==> config.mk <==
export PLATFORM = sky130hd
export DESIGN_NAME = ftrc_top
export DESIGN_NICKNAME = d
export VERILOG_FILES = /design/src/hw/ftrc_pkg.sv /design/src/hw/ftrc_sync_if.sv /design/src/hw/ftrc_sync.sv /design/src/hw/ftrc_top.sv
export SDC_FILE = /design/constraint.sdc
export NUM_CORES = 1
export LEC_CHECK = 0
export BUFFER_PORTS_ARGS = -buffer_cell sky130_fd_sc_hd__buf_2
export CORE_AREA = 2 2 73 144
export DETAILED_ROUTE_END_ITERATION = 12
export DIE_AREA = 0 0 75 146
export GPL_ROUTABILITY_DRIVEN = 0
export MAX_ROUTING_LAYER = met4
export PLACE_DENSITY = 0.9
export SLEW_MARGIN = 20
export SYNTH_ARGS = -nofsm -noshare
export SYNTH_HDL_FRONTEND = slang
export SYNTH_HIERARCHICAL = 1
export SYNTH_SLANG_ARGS = --single-unit
==> constraint.sdc <==
create_clock -name sys_clk -period 5.5 [get_ports sys_clk]
set_input_delay 0.825 -clock sys_clk [delete_from_list [all_inputs] [get_ports sys_clk]]
set_output_delay 0.825 -clock sys_clk [all_outputs]
set_load 0.1 [all_outputs]
==> src/hw/ftrc_pkg.sv <==
// constants, types and reset values for the flow totalizer remote control
// assumes a single 10 MHz system clock and a synchronous reset
package ftrc_pkg;
   // width of each direction's totalizer count
   localparam int FTRC_CNT_W = 32;
   // count value after a clear
   localparam logic [FTRC_CNT_W-1:0] FTRC_CNT_ZERO = 32'h0000_0000;
   // one count step per accepted flow pulse
   localparam logic [FTRC_CNT_W-1:0] FTRC_CNT_STEP = 32'h0000_0001;
   // polarity after configuration reset: 0 means active high
   localparam logic FTRC_POL_RST = 1'h0;

   // role given to the remote control input
   typedef enum logic [0:0] {
      FTRC_ROLE_START_STOP = 1'h0,
      FTRC_ROLE_RESET_START = 1'h1
   } ftrc_role_type;

   // whole state of the top module
   typedef struct packed {
      logic [FTRC_CNT_W-1:0] fwd;
      logic [FTRC_CNT_W-1:0] rev;
      logic [FTRC_CNT_W-1:0] shown;
      logic pulse;
      logic nv_store;
      logic active_low;
      ftrc_role_type role;
   } ftrc_state_type;

   // state of the input synchroniser
   typedef struct packed {
      logic meta;
      logic sync;
   } ftrc_sync_type;

   localparam ftrc_state_type FTRC_STATE_RST = '{
      fwd: FTRC_CNT_ZERO, rev: FTRC_CNT_ZERO, shown: FTRC_CNT_ZERO,
      pulse: 1'h0, nv_store: 1'h0, active_low: FTRC_POL_RST,
      role: FTRC_ROLE_START_STOP};
   localparam ftrc_sync_type FTRC_SYNC_RST = '{meta: 1'h0, sync: 1'h0};
endpackage

==> src/hw/ftrc_sync_if.sv <==
// carrier between the totalizer top and its input synchroniser
// assumes both ends run on sys_clk
`timescale 1ns/1ns
`default_nettype none
interface ftrc_sync_if;
   logic raw;
   logic synced;
   modport top (output raw, input synced);
   modport sync (input raw, output synced);
endinterface
`default_nettype wire

==> src/hw/ftrc_sync.sv <==
// two-stage synchroniser for the remote control input
// assumes the raw level may change at any time relative to sys_clk
`timescale 1ns/1ns
`default_nettype none
module ftrc_sync (
   input wire logic sys_clk,
   input wire logic reset,
   ftrc_sync_if.sync port_if
);
   ftrc_pkg::ftrc_sync_type st_reg;
   ftrc_pkg::ftrc_sync_type st_next;

   // first stage feeds only the second stage
   // two flop chain
   always_comb begin
      st_next = st_reg;
      st_next.meta = port_if.raw;
      st_next.sync = st_reg.meta;
   end

   // state register
   always_ff @(posedge sys_clk) begin
      if (reset) begin
         st_reg <= ftrc_pkg::FTRC_SYNC_RST;
      end else begin
         st_reg <= st_next;
      end
   end

   assign port_if.synced = st_reg.sync;
endmodule // ftrc_sync
`default_nettype wire

==> src/hw/ftrc_top.sv <==
// flow totalizer with remote start/stop or reset/start control
// assumes flow pulses and direction come synchronous to sys_clk and that
// external non-volatile storage saves nv counts on nv_store_out
// Summary of operation
// - bidirectional mode shows forward count forward, reverse count reverse
// - a totalizer reset clears forward and reverse counts together
// - counts are kept in non-volatile storage and restored after power loss
// - start/stop, active high: low halts counting and pulses, high runs
// - reset/start, active high: high clears and holds, low runs
// - control polarity is active high after configuration reset
// - active low polarity inverts the input sense for both roles
`timescale 1ns/1ns
`default_nettype none
module ftrc_top (
   input wire logic sys_clk,
   input wire logic reset,
   input wire logic remote_control_input,
   input wire logic flow_pulse,
   input wire logic flow_reverse,
   input wire logic bidir_mode,
   input wire logic clear_request,
   input wire logic cfg_write,
   input wire logic cfg_active_low,
   input wire logic cfg_reset_start,
   input wire logic nv_load,
   input wire logic [ftrc_pkg::FTRC_CNT_W-1:0] nv_fwd_in,
   input wire logic [ftrc_pkg::FTRC_CNT_W-1:0] nv_rev_in,
   output logic [ftrc_pkg::FTRC_CNT_W-1:0] fwd_count,
   output logic [ftrc_pkg::FTRC_CNT_W-1:0] rev_count,
   output logic [ftrc_pkg::FTRC_CNT_W-1:0] shown_count,
   output logic scaled_pulse_out,
   output logic nv_store_out,
   output logic cfg_active_low_out,
   output logic cfg_reset_start_out
);
   ftrc_pkg::ftrc_state_type st_reg;
   ftrc_pkg::ftrc_state_type st_next;
   ftrc_sync_if sync_if ();
   logic ctl_asserted;
   logic run_enable;
   logic hold_clear;

   // raw pin goes through the synchroniser
   assign sync_if.raw = remote_control_input;

   ftrc_sync u_sync (
      .sys_clk(sys_clk),
      .reset(reset),
      .port_if(sync_if)
   );

   // selects what the display shows
   function automatic logic [ftrc_pkg::FTRC_CNT_W-1:0] pick_shown(
      input logic bidir,
      input logic reverse,
      input logic [ftrc_pkg::FTRC_CNT_W-1:0] fwd,
      input logic [ftrc_pkg::FTRC_CNT_W-1:0] rev);
      pick_shown = (bidir && reverse) ? rev : fwd;
   endfunction

   // control level decode for both roles
   always_comb begin
      ctl_asserted = sync_if.synced ^ st_reg.active_low;
      run_enable = (st_reg.role == ftrc_pkg::FTRC_ROLE_START_STOP) ?
                   ctl_asserted : ~ctl_asserted;
      hold_clear = (st_reg.role == ftrc_pkg::FTRC_ROLE_RESET_START) &&
                   ctl_asserted;
   end

   // next-state logic: counting, clearing, restore and display
   always_comb begin
      st_next = st_reg;
      st_next.pulse = 1'h0;
      st_next.nv_store = 1'h0;
      if (cfg_write) begin
         st_next.active_low = cfg_active_low;
         st_next.role = cfg_reset_start ? ftrc_pkg::FTRC_ROLE_RESET_START :
                        ftrc_pkg::FTRC_ROLE_START_STOP;
      end
      if (nv_load) begin
         st_next.fwd = nv_fwd_in;
         st_next.rev = nv_rev_in;
      end else if (clear_request || hold_clear) begin
         st_next.fwd = ftrc_pkg::FTRC_CNT_ZERO;
         st_next.rev = ftrc_pkg::FTRC_CNT_ZERO;
         st_next.nv_store = 1'h1;
      end else if (flow_pulse && run_enable) begin
         if (flow_reverse) begin
            st_next.rev = st_reg.rev + ftrc_pkg::FTRC_CNT_STEP;
         end else begin
            st_next.fwd = st_reg.fwd + ftrc_pkg::FTRC_CNT_STEP;
         end
         st_next.pulse = 1'h1;
         st_next.nv_store = 1'h1;
      end
      st_next.shown = pick_shown(bidir_mode, flow_reverse,
                                 st_reg.fwd, st_reg.rev);
   end

   // state register
   // polarity reset value
   always_ff @(posedge sys_clk) begin
      if (reset) begin
         st_reg <= ftrc_pkg::FTRC_STATE_RST;
      end else begin
         st_reg <= st_next;
      end
   end

   // outputs straight from the state flops
   assign fwd_count = st_reg.fwd;
   assign rev_count = st_reg.rev;
   assign shown_count = st_reg.shown;
   assign scaled_pulse_out = st_reg.pulse;
   assign nv_store_out = st_reg.nv_store;
   assign cfg_active_low_out = st_reg.active_low;
   assign cfg_reset_start_out = st_reg.role;
endmodule // ftrc_top
`default_nettype wire

==> qor.yml <==
critical_path:
  endpoint_kind: "flop"
  start_kind: "input port"
  crit_required_ps: 5770
  crit_fanout: 66
  cp_slowest_cell: "or3_1"
  max_stage_delay_ps: 860
  path_cells: "buf_2 > buf_4 > or3_1 > nor2_1 > nor3b_1 > a31oi_1 > o21ai_0"
  worstSetupPathType: "input port to flop"
  cp.arrival_ps: 3300
placed_design:
  dp_hpwl_um: 12910
  place_area_um2: 6088
  portBuffers: 174
  pre_cts_slack_ps: 2228
power_and_ir_drop:
  combPwrFrac_pct: 21.5
  seq_power_share_pct: 44.2
  switching_share_pct: 34.13
  p_int_w: 0.001203
  ir_drop_uv: 200.0
  p_sw_w: 0.0006234
  p_leak_nw: 2.669
  power.share.clock_pct: 34.3
  power_density_nw_per_um2: 286.6
  power.total_w: 0.001827
drt:
  wire_per_inst_um: 18.84
  drtAntennaViolNets: 0
  drc_errors: 0
  first_pass_iters: 8
  num_vias: 6228
  vias_per_cell: 6.421
  drt-total-wl_um: 18270
  drtIter0Drc: 807
grt:
  grt_first_pass_wirelength_um: 28860
  antenna_found_initial: 0
  track_usage_pct: 34.67
  grt_overflow: 0
  grt_max_degree: 78
  grt_pass1_vias: 5923
final_layout:
  ff_latch_area_um2: 2042
  num-fill-cells: 884
  nets: 911
  final_design_area_no_fill_um2: 6374
  area_growth_pct: 21.40
  multi_input_area_um2: 2950
  drive_above_1_share_pct: 23.87
  n_antenna_cell: 0
sta:
  period_needed_ps: 3029
  slew_headroom_pct: 29.93
  rsz0062_at_grt: "no"
  fin_tns_setup_ps: 0
  clock.fmax_mhz: 330.1
  drv_slew: 0
  finClkSkew_ps: 7.206
  tightestPinTransition_ps: 1051
  fin_hold_ws_ps: 450.1
  layout_setup_ws_ps: 2471
  finalSetupViolCount: 0
  final.period_utilization_pct: 55.08
  hold_viol: 0
floorplan:
  core_area_um2: 9763
  io_pins: 175
  start_util_pct: 53.77
  dieArea_um2: 10950
  fp.dieH_um: 146
  rows: 51
  die_w_um: 75
synthesis:
  synth.net_count: 771
  synthArstFlopShare_pct: 0
  yosysUniqueCellTypes: 57
  ys_ff_latch: 102
  syn_area_per_cell_um2: 7.576
  syn_inst: 693
  synth-edff-count: 0
  seq_area_frac_synth_pct: 38.89
  syn_area_um2: 5250
  ys.flop_type: "dfxtp_1"
  yosys_warnings: 6
clocking:
  cts_tree: "built"
  clkTransAtPathRegs_ps: 60
  ctsHtreeMaxLevel: 3
  clock_latency_ps: 350
  cts.sinks: 102
  cts_setup_buffers: 0
  cts-buffers-inserted: 9
  cts_root_buf: "clkbuf_16"
  ctsLongestPathBuffers: 2
  cts_resized: 0
  hold_buffers: 0
flow_run:
  drv_cap: 0
hold_path:
  hp-class: "flop to flop"
status:
  status: "complete, no violations"
-- cell families (layout without fill, tap and decap cells) --
kind of cell | after synthesis | in the layout | share of synthesized area, %
fa+ha+maj | 3 | 3 | 0.7150
flops | 102 | 102 | 38.89
compound gates | 194 | 194 | 22.45
mux | 8 | 8 | 1.525
xor+xnor | 17 | 17 | 2.836
buf+inv | 57 | 202 | 5.005
simple gates | 312 | 312 | 28.57
-- critical path, delay by kind of cell --
kind | cells | cell delay (ps)
buffers and inverters | 2 | 630
and+or+nand+nor | 3 | 1500
AOI/OAI and AO/OA | 2 | 320
-- layer usage --
layer	vias up	wire, µm	global-route usage (%)
met3	124	1730	5.886
met2	483	9087	52.89
met5	-	0	-
met1	2843	6102	39.52
li1	2778	-	-
met4	0	1353	24.73
-- cell usage after synthesis, types with 2 or more instances --
cell	instances	area share, %
or4_1	4	0.57
clkbuf_1	37	2.6
nand2_1	148	11
nand3_1	35	3.3
o221a_2	2	0.43
o21ai_1	3	0.29
a31oi_1	7	0.83
o21a_1	3	0.43
xnor2_1	9	1.5
a21oi_1	89	8.5
and4_1	4	0.67
xor2_1	8	1.3
clkbuf_2	2	0.19
a32o_1	3	0.57
nand2b_1	5	0.60
nor2b_1	4	0.48
ha_1	3	0.72
a41oi_1	3	0.50
a22oi_1	5	0.72
buf_6	4	0.86
nor3b_1	3	0.43
buf_4	4	0.57
nor2_1	32	2.3
dfxtp_1	102	39
a2111oi_0	4	0.67
or3_1	4	0.48
a211oi_1	13	1.9
nor3_1	27	2.6
mux2i_1	8	1.5
nand4_1	20	2.4
o31ai_1	8	1.1
o21ai_0	34	3.2
and2_1	3	0.36
nor4_1	6	0.72
and3b_1	2	0.33
inv_1	8	0.57
a21o_1	7	1.0
a22o_1	5	0.83
and3_1	7	0.83
-- power by group through the flow --
| stage | combinational (W) | clock (W) | sequential [W] |
|---|---|---|---|
| 2_1_floorplan | 0.000119 | 0 | 0.000998 |
| 3_3_place_gp | 0.000382 | 0 | 0.000822 |
| 3_5_place_dp | 0.000387 | 0 | 0.000822 |
| 4_1_cts | 0.000389 | 0.000628 | 0.000805 |
| 5_1_grt | 0.000412 | 0.000662 | 0.000810 |
| 6_report | 0.000392 | 0.000627 | 0.000808 |
-- registers in the layout, indices dropped and copies added, names as in the netlist --
name	cells
u_sync/port_if.synced	1
rev_count	32
shown_count	32
nv_store_out	1
fwd_count	32
u_sync/st_next	1
cfg_reset_start_out	1
scaled_pulse_out	1
cfg_active_low_out	1
-- placed cells by master, fill, tap and decap left out, types with 5 or more instances in the layout --
cell type  synthesis  final
nor4_1             6      6
a22oi_1            5      5
buf_2              1    174
inv_1              8      8
mux2i_1            8      8
nand2b_1           5      5
a22o_1             5      5
a31oi_1            7      7
a21o_1             7      7
clkbuf_16          0      9
nand3_1           35     35
nand4_1           20     20
o21ai_0           34     34
nand2_1          148    148
a21oi_1           89     89
o31ai_1            8      8
xnor2_1            9      9
xor2_1             8      8
nor2_1            32     32
nor3_1            27     26
dfxtp_1          102    102
a211oi_1          13     13
and3_1             7      7
-- stage by stage --
step                      util, %  cells
final                       65.28    970
after global routing        65.28    970
after CTS                   65.28    970
after detailed placement    62.36    954
after global placement      62.36    954
after floorplan                 -    693
-- worst paths after layout --
path | end | start | cells after the start | slack, ps
worst min register to register | u_sync/port_if.synced$_SDFF_PP0_ | u_sync/st_next[0]$_SDFF_PP0_ | 1 | 450
worst max-delay path | fwd_count[15]$_SDFFE_PP0P_ | nv_load | 7 | 2470
worst max register to register | fwd_count[28]$_SDFFE_PP0P_ | fwd_count[3]$_SDFFE_PP0P_ | 5 | 2730
worst min-delay path | u_sync/port_if.synced$_SDFF_PP0_ | u_sync/st_next[0]$_SDFF_PP0_ | 1 | 450
-- cell type report --
| class | instances | area share (%) |
|---|---|---|
| Clock inverter | 3 | 0.7067 |
| Sequential cell | 102 | 32.04 |
| Multi-Input combinational cell | 534 | 46.29 |
| Tap cell | 132 | 2.591 |
| Inverter | 8 | 0.4711 |
| Clock buffer | 13 | 3.769 |
| Timing Repair Buffer | 178 | 14.13 |
Power figures use the tool's default switching activity.
